**src/include/t8_defs.svh**
```systemverilog
`ifndef T8_DEFS_SVH
`define T8_DEFS_SVH

// ----------------------------------------------------------------
// Register offsets
// ----------------------------------------------------------------
`define T8_OFS_CTRL_A 4'h0
`define T8_OFS_CTRL_B 4'h1
`define T8_OFS_COUNT 4'h2
`define T8_OFS_CMP_A 4'h3
`define T8_OFS_CMP_B 4'h4
`define T8_OFS_MASK 4'h5
`define T8_OFS_FLAG 4'h6

// ----------------------------------------------------------------
// Field positions
// ----------------------------------------------------------------
`define T8_CA_COM_A 7:6
`define T8_CA_COM_B 5:4
`define T8_CA_WGM_LO 1:0
`define T8_CA_WMASK 8'hF3
`define T8_CB_FORCE_A 7
`define T8_CB_FORCE_B 6
`define T8_CB_WGM_HI 3
`define T8_CB_SEL 2:0
`define T8_FLG_OVF 0
`define T8_FLG_MA 1
`define T8_FLG_MB 2

// ----------------------------------------------------------------
// Reset values and counter limits
// ----------------------------------------------------------------
`define T8_RST_BYTE 8'h00
`define T8_RST_BITS3 3'h0
`define T8_RST_PRESC 10'h000
`define T8_BOTTOM 8'h00
`define T8_MAX 8'hFF

// ----------------------------------------------------------------
// Prescaler terminal counts
// ----------------------------------------------------------------
`define T8_DIV8_END 10'h007
`define T8_DIV64_END 10'h03F
`define T8_DIV256_END 10'h0FF
`define T8_DIV1024_END 10'h3FF

`endif

```
**src/include/t8_pkg.sv**
```systemverilog
package t8_pkg;

    // Waveform generation modes; unlisted codes run as normal mode
    typedef enum logic [2:0] {
        T8_NORMAL = 3'b000,
        T8_PC_MAX = 3'b001,
        T8_CTC = 3'b010,
        T8_FAST_MAX = 3'b011,
        T8_PC_CMP = 3'b101,
        T8_FAST_CMP = 3'b111
    } t8_mode_t;

    // Tick source selections
    typedef enum logic [2:0] {
        T8_SRC_OFF = 3'b000,
        T8_SRC_DIV1 = 3'b001,
        T8_SRC_DIV8 = 3'b010,
        T8_SRC_DIV64 = 3'b011,
        T8_SRC_DIV256 = 3'b100,
        T8_SRC_DIV1024 = 3'b101,
        T8_SRC_EXT_FALL = 3'b110,
        T8_SRC_EXT_RISE = 3'b111
    } t8_src_t;

    // Whole state of the timer
    typedef struct packed {
        logic [7:0] count_value_reg;
        logic [7:0] compare_value_a;
        logic [7:0] compare_value_b;
        logic [7:0] buf_a;
        logic [7:0] buf_b;
        logic [7:0] ctrl_a;
        logic [2:0] tick_source_select;
        logic wgm_hi;
        logic [2:0] timer_mask_reg;
        logic [2:0] timer_flag_reg;
        logic [2:0] irq;
        logic count_down;
        logic block;
        logic [9:0] presc;
        logic ext_s1;
        logic ext_s2;
        logic ext_s3;
        logic wave_out_a;
        logic wave_out_b;
        logic [7:0] rdata;
    } t8_state_t;

endpackage

```
**src/design/t8_timer.sv**
```systemverilog
// The implementer's own choices: strobed register access and the address map.
`timescale 1ns/1ps
`include "t8_defs.svh"

module t8_timer (
    // Clock and reset
    input wire logic clk_sys_i,
    input wire logic reset_i,
    // Register port
    input wire logic [3:0] addr_i,
    input wire logic [7:0] wdata_i,
    input wire logic wr_i,
    input wire logic rd_i,
    output logic [7:0] rdata_o,
    // External count pin
    input wire logic ext_count_pin_i,
    // Interrupt service
    input wire logic [2:0] irq_ack_i,
    output logic [2:0] irq_req_o,
    // Waveform pins
    output logic wave_out_a_o,
    output logic wave_out_b_o,
    output logic wave_en_a_o,
    output logic wave_en_b_o,
    // Tick observation
    output logic timer_tick_o
);

    // ----------------------------------------------------------------
    // Helpers
    // ----------------------------------------------------------------

    // Action on a match outside PWM: toggle, clear or set
    function automatic logic act_plain(input logic [1:0] com,
                                       input logic cur);
        logic res;
        res = cur;
        case (com)
            2'b01: res = ~cur;
            2'b10: res = 1'b0;
            2'b11: res = 1'b1;
            default: res = cur;
        endcase
        return res;
    endfunction

    // PWM action: com 2 drives lvl, com 3 drives its inverse
    function automatic logic act_pwm(input logic [1:0] com,
                                     input logic cur,
                                     input logic lvl,
                                     input logic tog_ok);
        logic res;
        res = cur;
        case (com)
            2'b01: res = tog_ok ? ~cur : cur;
            2'b10: res = lvl;
            2'b11: res = ~lvl;
            default: res = cur;
        endcase
        return res;
    endfunction

    // ----------------------------------------------------------------
    // State
    // ----------------------------------------------------------------
    t8_pkg::t8_state_t st;
    t8_pkg::t8_state_t next_st;
    t8_pkg::t8_mode_t mode;
    logic [7:0] top_val;
    logic pwm;
    logic fast;
    logic tick;
    logic match_a;
    logic match_b;
    logic wrap;
    logic at_top;
    logic [2:0] flag_set;
    logic [2:0] flag_clr;
    logic [1:0] com_a;
    logic [1:0] com_b;
    logic tog_a;

    // ----------------------------------------------------------------
    // Next-state logic
    // ----------------------------------------------------------------
    always_comb begin
        next_st = st;
        flag_set = 3'h0;
        flag_clr = 3'h0;
        wrap = 1'b0;
        at_top = 1'b0;
        tick = 1'b0;
        com_a = st.ctrl_a[`T8_CA_COM_A];
        com_b = st.ctrl_a[`T8_CA_COM_B];

        // Mode decode; reserved codes fall back to normal counting
        case ({st.wgm_hi, st.ctrl_a[`T8_CA_WGM_LO]})
            3'b001: mode = t8_pkg::T8_PC_MAX;
            3'b010: mode = t8_pkg::T8_CTC;
            3'b011: mode = t8_pkg::T8_FAST_MAX;
            3'b101: mode = t8_pkg::T8_PC_CMP;
            3'b111: mode = t8_pkg::T8_FAST_CMP;
            default: mode = t8_pkg::T8_NORMAL;
        endcase
        fast = (mode == t8_pkg::T8_FAST_MAX) ||
               (mode == t8_pkg::T8_FAST_CMP);
        pwm = fast || (mode == t8_pkg::T8_PC_MAX) ||
              (mode == t8_pkg::T8_PC_CMP);
        tog_a = (mode == t8_pkg::T8_FAST_CMP) ||
                (mode == t8_pkg::T8_PC_CMP);
        // Top is fixed maximum or compare A
        top_val = (mode == t8_pkg::T8_CTC || tog_a) ?
                  st.compare_value_a : `T8_MAX;

        // Pin sync: first stage feeds only the second
        next_st.ext_s1 = ext_count_pin_i;
        next_st.ext_s2 = st.ext_s1;
        next_st.ext_s3 = st.ext_s2;

        // Prescaler runs only while a source is selected
        if (st.tick_source_select == t8_pkg::T8_SRC_OFF) begin
            next_st.presc = `T8_RST_PRESC;
        end else begin
            next_st.presc = st.presc + 10'h001;
        end

        // Clock select: source and edge give the tick
        case (t8_pkg::t8_src_t'(st.tick_source_select))
            t8_pkg::T8_SRC_DIV1: tick = 1'b1;
            t8_pkg::T8_SRC_DIV8: tick = (st.presc[2:0] == 3'h7);
            t8_pkg::T8_SRC_DIV64: tick = (st.presc[5:0] == 6'h3F);
            t8_pkg::T8_SRC_DIV256: tick = (st.presc[7:0] == 8'hFF);
            t8_pkg::T8_SRC_DIV1024: tick = (st.presc == `T8_DIV1024_END);
            t8_pkg::T8_SRC_EXT_FALL: tick = st.ext_s3 & ~st.ext_s2;
            t8_pkg::T8_SRC_EXT_RISE: tick = ~st.ext_s3 & st.ext_s2;
            default: tick = 1'b0;
        endcase

        // Continuous compare, blocked one tick after a count write
        match_a = (st.count_value_reg == st.compare_value_a) &&
                  !st.block;
        match_b = (st.count_value_reg == st.compare_value_b) &&
                  !st.block;

        // Tick: flags from the match held since the last tick
        if (tick) begin
            next_st.block = 1'b0;
            flag_set[`T8_FLG_MA] = match_a;
            flag_set[`T8_FLG_MB] = match_b;
            if (pwm && !fast) begin
                // Phase correct: up to top, down to bottom
                if (!st.count_down) begin
                    if (st.count_value_reg == top_val) begin
                        at_top = 1'b1;
                        next_st.count_down = 1'b1;
                        next_st.count_value_reg =
                            st.count_value_reg - 8'h01;
                    end else begin
                        next_st.count_value_reg =
                            st.count_value_reg + 8'h01;
                    end
                end else if (st.count_value_reg == `T8_BOTTOM) begin
                    next_st.count_down = 1'b0;
                    flag_set[`T8_FLG_OVF] = 1'b1;
                    next_st.count_value_reg = st.count_value_reg + 8'h01;
                end else begin
                    next_st.count_value_reg = st.count_value_reg - 8'h01;
                end
            end else if (fast ||
                         mode == t8_pkg::T8_CTC) begin
                // Wrap to bottom at top: auto reload
                if (st.count_value_reg == top_val) begin
                    next_st.count_value_reg = `T8_BOTTOM;
                    wrap = 1'b1;
                end else begin
                    next_st.count_value_reg = st.count_value_reg + 8'h01;
                end
                flag_set[`T8_FLG_OVF] = fast ? wrap :
                    (st.count_value_reg == `T8_MAX);
            end else begin
                next_st.count_value_reg = st.count_value_reg + 8'h01;
                flag_set[`T8_FLG_OVF] =
                    (st.count_value_reg == `T8_MAX);
            end

            // Buffered compares load at top or wrap, never mid-period
            if (pwm && (at_top || wrap)) begin
                next_st.compare_value_a = st.buf_a;
                next_st.compare_value_b = st.buf_b;
            end

            // Waveform generator
            if (!pwm) begin
                if (match_a) begin
                    next_st.wave_out_a = act_plain(com_a, st.wave_out_a);
                end
                if (match_b) begin
                    next_st.wave_out_b = act_plain(com_b, st.wave_out_b);
                end
            end else if (fast) begin
                // Fast PWM: match drives one level, bottom the other
                if (match_a) begin
                    next_st.wave_out_a = act_pwm(com_a, st.wave_out_a,
                                                 1'b0, tog_a);
                end else if (wrap) begin
                    next_st.wave_out_a = act_pwm(com_a, st.wave_out_a,
                                                 1'b1, 1'b0);
                end
                if (match_b) begin
                    next_st.wave_out_b = act_pwm(com_b, st.wave_out_b,
                                                 1'b0, 1'b0);
                end else if (wrap) begin
                    next_st.wave_out_b = act_pwm(com_b, st.wave_out_b,
                                                 1'b1, 1'b0);
                end
            end else begin
                // Phase correct: level follows count direction
                if (match_a) begin
                    next_st.wave_out_a = act_pwm(com_a, st.wave_out_a,
                                                 st.count_down,
                                                 tog_a);
                end
                if (match_b) begin
                    next_st.wave_out_b = act_pwm(com_b, st.wave_out_b,
                                                 st.count_down,
                                                 1'b0);
                end
            end
        end

        // Software access; register writes land after the tick logic
        if (wr_i) begin
            if (addr_i == `T8_OFS_CTRL_A) begin
                next_st.ctrl_a = wdata_i & `T8_CA_WMASK;
            end else if (addr_i == `T8_OFS_CTRL_B) begin
                next_st.tick_source_select = wdata_i[`T8_CB_SEL];
                next_st.wgm_hi = wdata_i[`T8_CB_WGM_HI];
                // Force strobes act like a match outside PWM modes but set no flag
                if (!pwm && wdata_i[`T8_CB_FORCE_A]) begin
                    next_st.wave_out_a = act_plain(com_a, st.wave_out_a);
                end
                if (!pwm && wdata_i[`T8_CB_FORCE_B]) begin
                    next_st.wave_out_b = act_plain(com_b, st.wave_out_b);
                end
            end else if (addr_i == `T8_OFS_COUNT) begin
                next_st.count_value_reg = wdata_i;
                next_st.count_down = st.count_down;
                next_st.block = 1'b1;
            end else if (addr_i == `T8_OFS_CMP_A) begin
                next_st.buf_a = wdata_i;
                if (!pwm) begin
                    next_st.compare_value_a = wdata_i;
                end
            end else if (addr_i == `T8_OFS_CMP_B) begin
                next_st.buf_b = wdata_i;
                if (!pwm) begin
                    next_st.compare_value_b = wdata_i;
                end
            end else if (addr_i == `T8_OFS_MASK) begin
                next_st.timer_mask_reg = wdata_i[2:0];
            end else if (addr_i == `T8_OFS_FLAG) begin
                flag_clr = wdata_i[2:0];
            end
        end

        // Service or write-one clears; a same-cycle set still wins
        next_st.timer_flag_reg = (st.timer_flag_reg & ~flag_clr &
                                  ~irq_ack_i) | flag_set;
        next_st.irq = next_st.timer_flag_reg &
                      next_st.timer_mask_reg;

        // Read data stand only in the cycle after the strobe
        next_st.rdata = `T8_RST_BYTE;
        if (rd_i) begin
            if (addr_i == `T8_OFS_CTRL_A) begin
                next_st.rdata = st.ctrl_a;
            end else if (addr_i == `T8_OFS_CTRL_B) begin
                next_st.rdata = {4'h0, st.wgm_hi, st.tick_source_select};
            end else if (addr_i == `T8_OFS_COUNT) begin
                next_st.rdata = st.count_value_reg;
            end else if (addr_i == `T8_OFS_CMP_A) begin
                next_st.rdata = st.buf_a;
            end else if (addr_i == `T8_OFS_CMP_B) begin
                next_st.rdata = st.buf_b;
            end else if (addr_i == `T8_OFS_MASK) begin
                next_st.rdata = {5'h00, st.timer_mask_reg};
            end else if (addr_i == `T8_OFS_FLAG) begin
                next_st.rdata = {5'h00, st.timer_flag_reg};
            end else begin
                next_st.rdata = `T8_RST_BYTE;
            end
        end
    end

    // ----------------------------------------------------------------
    // State register
    // ----------------------------------------------------------------
    always_ff @(posedge clk_sys_i) begin
        if (reset_i) begin
            st.count_value_reg <= `T8_RST_BYTE;
            st.compare_value_a <= `T8_RST_BYTE;
            st.compare_value_b <= `T8_RST_BYTE;
            st.buf_a <= `T8_RST_BYTE;
            st.buf_b <= `T8_RST_BYTE;
            st.ctrl_a <= `T8_RST_BYTE;
            st.tick_source_select <= `T8_RST_BITS3;
            st.wgm_hi <= 1'b0;
            st.timer_mask_reg <= `T8_RST_BITS3;
            st.timer_flag_reg <= `T8_RST_BITS3;
            st.irq <= `T8_RST_BITS3;
            st.count_down <= 1'b0;
            st.block <= 1'b0;
            st.presc <= `T8_RST_PRESC;
            st.ext_s1 <= 1'b0;
            st.ext_s2 <= 1'b0;
            st.ext_s3 <= 1'b0;
            st.wave_out_a <= 1'b0;
            st.wave_out_b <= 1'b0;
            st.rdata <= `T8_RST_BYTE;
        end else begin
            st <= next_st;
        end
    end

    // ----------------------------------------------------------------
    // Outputs
    // ----------------------------------------------------------------
    // Pin override follows the compare output mode, as the port would
    assign rdata_o = st.rdata;
    assign irq_req_o = st.irq;
    assign wave_out_a_o = st.wave_out_a;
    assign wave_out_b_o = st.wave_out_b;
    assign wave_en_a_o = |st.ctrl_a[`T8_CA_COM_A];
    assign wave_en_b_o = |st.ctrl_a[`T8_CA_COM_B];
    assign timer_tick_o = tick;

endmodule

```
**config.mk**
```make
export PLATFORM = sky130hd
export DESIGN_NAME = t8_timer
export DESIGN_NICKNAME = d
export VERILOG_FILES = /design/src/include/t8_pkg.sv /design/src/design/t8_timer.sv
export VERILOG_INCLUDE_DIRS = /design/src /design/src/include
export SDC_FILE = /design/constraint.sdc
export NUM_CORES = 1
export LEC_CHECK = 0
export BUFFER_PORTS_ARGS = -buffer_cell sky130_fd_sc_hd__clkbuf_2
export CORE_AREA = 10 10 105 107
export CTS_CLUSTER_SIZE = 10
export DETAILED_ROUTE_END_ITERATION = 10
export DIE_AREA = 0 0 115 117
export GPL_TIMING_DRIVEN = 0
export PLACE_DENSITY_LB_ADDON = 0.05
export SLEW_MARGIN = 20
export SYNTH_ARGS = -nofsm -noshare
export SYNTH_HDL_FRONTEND = slang
export SYNTH_SLANG_ARGS = --single-unit
```
**constraint.sdc**
```tcl
create_clock -name clk_sys_i -period 7.7 [get_ports clk_sys_i]
set_input_delay 1.54 -clock clk_sys_i [delete_from_list [all_inputs] [get_ports clk_sys_i]]
set_output_delay 1.54 -clock clk_sys_i [all_outputs]
set_load 0.005 [all_outputs]
```
Word-level counts from Yosys, hierarchy flattened. Cells that the tools add are included.

Reduce and logical (&&, ||, !) cells: 28. Bitwise logic cells: 18. $add $sub $neg: 3. Muxes and demuxes: 93. Equality and inequality tests: 38.

Operator list (number): 2-to-1 mux 8 bit (22); 2-to-1 mux 40 bit (2); 2-to-1 mux 55 bit (1); 2-to-1 mux 3 bit (16); 2-to-1 mux 32 bit (1); == test 3 bit (second input constant) (9); 2-to-1 mux 1 bit (26); == test 8 bit (3); 2-to-1 mux 24 bit (1); 2-to-1 mux 2 bit (11); == test 3 x 2 -> 1 bit (second input constant) (6); == test 8 bit (second input constant) (2); 2-to-1 mux 16 bit (1); case mux 3 bit (5 select lines) (1); == test 4 x 3 -> 1 bit (second input constant) (3); case mux 1 bit (3 select lines) (4); adder 10 x 1 -> 10 bit (second input constant) (1); == test 10 bit (second input constant) (1); NOT 1 bit (10); bitwise AND 3 bit (3); == test 3 x 1 -> 1 bit (second input constant) (3); adder 8 x 1 -> 8 bit (second input constant) (1); == test 2 bit (second input constant) (4); == test 4 x 2 -> 1 bit (second input constant) (2); other kinds (24) (46).

Output and inout bits: 16. Flip-flop bits (word level): 84. Word-level logic and storage cells: 201.

Logic depth before layout (Yosys ltp).
Depth after elaboration: 23. Depth in mapped cells: 12. Depth with buffers taken out: 11.

Worst setup path after synthesis. OpenSTA, ideal clock, no wires.

Path type: register to output. Start point: register st[13] (netlist name). End point: output port timer_tick_o. Buffers on the path: 2. Cell stages (with the launch flop): 10. Required time: 6160 ps. Path slack: 4424 ps. Arrival: 1736 ps. Cells stage by stage: dfxtp_1 ha_1 ha_1 nand2_1 nor2_1 a21oi_1 o221a_2 clkbuf_1 inv_1 clkbuf_1.

Cells in the longest elaborated chain, start to end: 2.

Ends and longest elaborated chain: from (decl) (RTL line t8_timer.sv:66) `t8_pkg::t8_state_t st;`; from (signal assigned) (RTL line t8_timer.sv:321) `st <= next_st;`; == test 10 bit (no source line) (tied with other cells); case mux 1 bit (7 select lines) * (RTL line t8_timer.sv:128) `case (t8_pkg::t8_src_t'(st.tick_source_select))`; to (decl) (RTL line t8_timer.sv:26) `output logic timer_tick_o`.

Mark *: on every way between the ends. The rest lies on a longest branch, timed or not.

Final worst setup path. Same ends and word-level chain as after synthesis.

==> impl_metrics.json <==
{
  "synth-seq-cells": 84,
  "nFillCells": 867,
  "cp.arrival_ns": 2.90,
  "cts_max_path_buffers": 2,
  "worstPathRequired_ns": 6.16,
  "cts.clk_slew.worst_paths_ns": 0.09,
  "yosysTopAreaCell": "dfxtp_1",
  "power_frac_clock_pct": 38.3,
  "async_flop_share_pct": 0,
  "path_cells": "ha_1 > ha_1 > nand2_1 > nor2_1 > a21oi_1 > o221a_2 > clkbuf_1 > inv_1 > clkbuf_1 > clkbuf_2",
  "placed_area_sq_mm": 0.00505,
  "vias_per_cell": 5.93,
  "seq_area_frac_synth_pct": 35.3,
  "crit_path_top_delay_cell": "clkbuf_1",
  "ctsHoldBuffers": 0,
  "design_area_sq_mm": 0.00526,
  "ir_drop_mv": 0.110,
  "cts_max_level": 3,
  "hp-start": "next_st[11]$_SDFF_PP0_",
  "cts_buffers": 9,
  "finalWeightedCongestion": 0.879,
  "yosys_warnings": 0,
  "drive_gt1_share_pct": 12.9,
  "slew_violations": 0,
  "core_sq_mm": 0.00902,
  "vias": 4374,
  "worstRegToRegCells": 10,
  "ios": 36,
  "cp-end-kind": "output port",
  "max_slew.worst_pin.slew_ns": 0.738,
  "die_w_um": 115,
  "crit_path_max_fanout": 10,
  "regToRegSetupSlack_ns": 4.66,
  "rsz0062_at_grt": "false",
  "hold_class": "flop to flop",
  "synth_top_area_share_pct": 35.3,
  "status": "complete, no violations",
  "netSwitchingPower_uw": 253,
  "p_int_uw": 667,
  "hpwlAfterDp_mm": 10.4,
  "slowest_delay_ns": 0.59,
  "clkLatencyLatePin_ns": 0.35,
  "power_frac_comb_pct": 12.7,
  "sequentialPowerShare_pct": 49.1,
  "setup.worst_path.class": "flop to output port",
  "wl_per_cell_um": 19.0,
  "min_period_over_period_pct": 57.7,
  "dr.pass1.iters": 5,
  "period_needed_ns": 4.44,
  "cts_tree": "done",
  "initial_core_util_pct": 52.7,
  "cap_violations": 0,
  "syn_nets": 606,
  "synth_area_leaders": "dfxtp_1 (35%), mux2i_1 (10%), nor2_1 (7.7%)",
  "ys_types": 64,
  "power_density_mw_per_mm2": 175,
  "io_buffers": 30,
  "antenna_found_initial": 0,
  "synth-edff-count": 0,
  "synthCells": 582,
  "nets": 647,
  "synthFlopType": "dfxtp_1",
  "cts_root_buf": "clkbuf_8",
  "cts.sinks": 84,
  "hold-path-endpoint": "next_st[10]$_SDFF_PP0_",
  "synth.avg_cell_area_sq_um": 8.18,
  "finalSetupViolCount": 0,
  "fmax_mhz": 225,
  "grt_max_degree": 15,
  "die_area_sq_mm": 0.0135,
  "min_path_cells": 1,
  "antenna_cells": 0,
  "syn_area_sq_mm": 0.00476,
  "ant_nets": 0,
  "cp-start-kind": "flop",
  "fin_skew_ns": 0.0145,
  "grt_pass1_vias": 4224,
  "post_cts_buffers": 0,
  "grt_pass1_wl_mm": 22.4,
  "grt_usage_pct": 20.8,
  "dieHeight_um": 117,
  "routed_wl_mm": 14.0,
  "ys_top_cells_by_count": "nor2_1 (98), dfxtp_1 (84), mux2i_1 (48)",
  "r2r_start": "st[80]$_SDFF_PP0_",
  "setup_tns_ns": 0,
  "relSlewSlack_pct": 50.8,
  "leakagePower_uw": 0.00207,
  "worstReg2RegEnd": "st[83]$_SDFF_PP0_",
  "post_cts_resized": 0,
  "area_delta_synth_final_pct": 10.6,
  "overflow": 0,
  "drt_iter0_markers": 388,
  "placementRows": 35,
  "drc": 0,
  "yosysMostFrequentCell": "nor2_1",
  "switching_share_pct": 27.5,
  "report.final.hold_viol_count": 0
}
## registers in the layout, indices dropped and copies added (netlist names)
| name | count |
|---|---|
| st | 65 |
| rdata_o | 8 |
| irq_req_o | 3 |
| com_a | 2 |
| com_b | 2 |
| next_st | 2 |
| wave_out_a_o | 1 |
| wave_out_b_o | 1 |
## worst max-delay path: cells and delay by family (launching register included)
family          cells  cell delay (ns)
fa+ha+maj           2             0.40
buf+inv             4             1.28
simple gates        2             0.13
flops               1             0.40
compound gates      2             0.33
## layout make-up
cell class,count,area (sq um),share of cell area [%]
Multi-Input combinational cell,426,2730,51.9
Sequential cell,84,1680,32.0
Buffer,55,284,5.40
Timing Repair Buffer,30,150,2.85
Tap cell,111,139,2.64
Clock buffer,10,128,2.43
Clock inverter,5,86.3,1.64
Inverter,17,63.8,1.21
## worst max-delay path by stage
stage	startpoint	end	slack, ns
5_1_grt	st[13]$_SDFF_PP0_	timer_tick_o	3.02
4_1_cts	st[13]$_SDFF_PP0_	timer_tick_o	3.27
3_3_place_gp	st[13]$_SDFF_PP0_	timer_tick_o	3.63
3_5_place_dp	st[13]$_SDFF_PP0_	timer_tick_o	3.66
6_report	st[13]$_SDFF_PP0_	timer_tick_o	3.26
2_1_floorplan	st[13]$_SDFF_PP0_	timer_tick_o	4.42
## layout by cell type (no fill, tap or decap), types with 4 or more instances in the layout
cell type	instances
and3_1	9
a31oi_1	10
buf_6	4
xnor2_1	11
inv_1	15
or2_2	6
buf_1	5
nor2_1	98
buf_4	12
xor2_1	8
mux2i_1	48
a211oi_1	22
a21oi_1	28
nand3_1	20
clkbuf_2	30
nor3_1	12
nand2_1	34
dfxtp_1	84
clkbuf_8	9
o21ai_0	13
nand2b_1	11
clkbuf_1	33
a22oi_1	5
nor2b_1	13
nand4_1	5
a211o_1	4
ha_1	4
o21bai_1	4
## stage by stage
| stage | hold WS, ns | worst slack, ns | total power (uW) | instances | utilization (%) |
|---|---|---|---|---|---|
| 2_1_floorplan | 0.414 | 4.42 | 537 | 582 | - |
| 3_3_place_gp | 0.434 | 3.63 | 573 | 723 | 56.0 |
| 3_5_place_dp | 0.440 | 3.66 | 575 | 723 | 56.0 |
| 4_1_cts | 0.462 | 3.27 | 922 | 738 | 58.3 |
| 5_1_grt | 0.483 | 3.02 | 954 | 738 | 58.3 |
| 6_report | 0.458 | 3.26 | 920 | 738 | 58.3 |
## cell families (layout without fill, tap and decap cells)
| kind of cell | Yosys count | count (layout) | synth area share (%) |
|---|---|---|---|
| and+or+nand+nor | 234 | 234 | 23.6 |
| AOI/OAI and AO/OA | 116 | 116 | 17.4 |
| DFF | 84 | 84 | 35.3 |
| buffers and inverters | 72 | 117 | 7.31 |
| muxes | 53 | 53 | 11.8 |
| xor gates and xnor gates | 19 | 19 | 3.50 |
| adders and majority gates | 4 | 4 | 1.05 |
## layer usage
layer | part of all wire [%] | global-route usage (%) | wire length, um
met1 | 46 | 27.1 | 6410
met4 | 1.5 | 6.44 | 215
met5 | 0 | 0 | 0
met2 | 46 | 33.6 | 6500
met3 | 6.3 | 4.74 | 886
## power groups by stage
stage                     Combinational (uW)  Sequential (uW)  Clock [uW]
after floorplan                         78.7              459           0
after global placement                   111              461           0
after detailed placement                 114              461           0
after CTS                                114              451         356
after global routing                     126              453         375
final                                    116              452         352
Note: power is estimated with default switching activity, not from simulation.
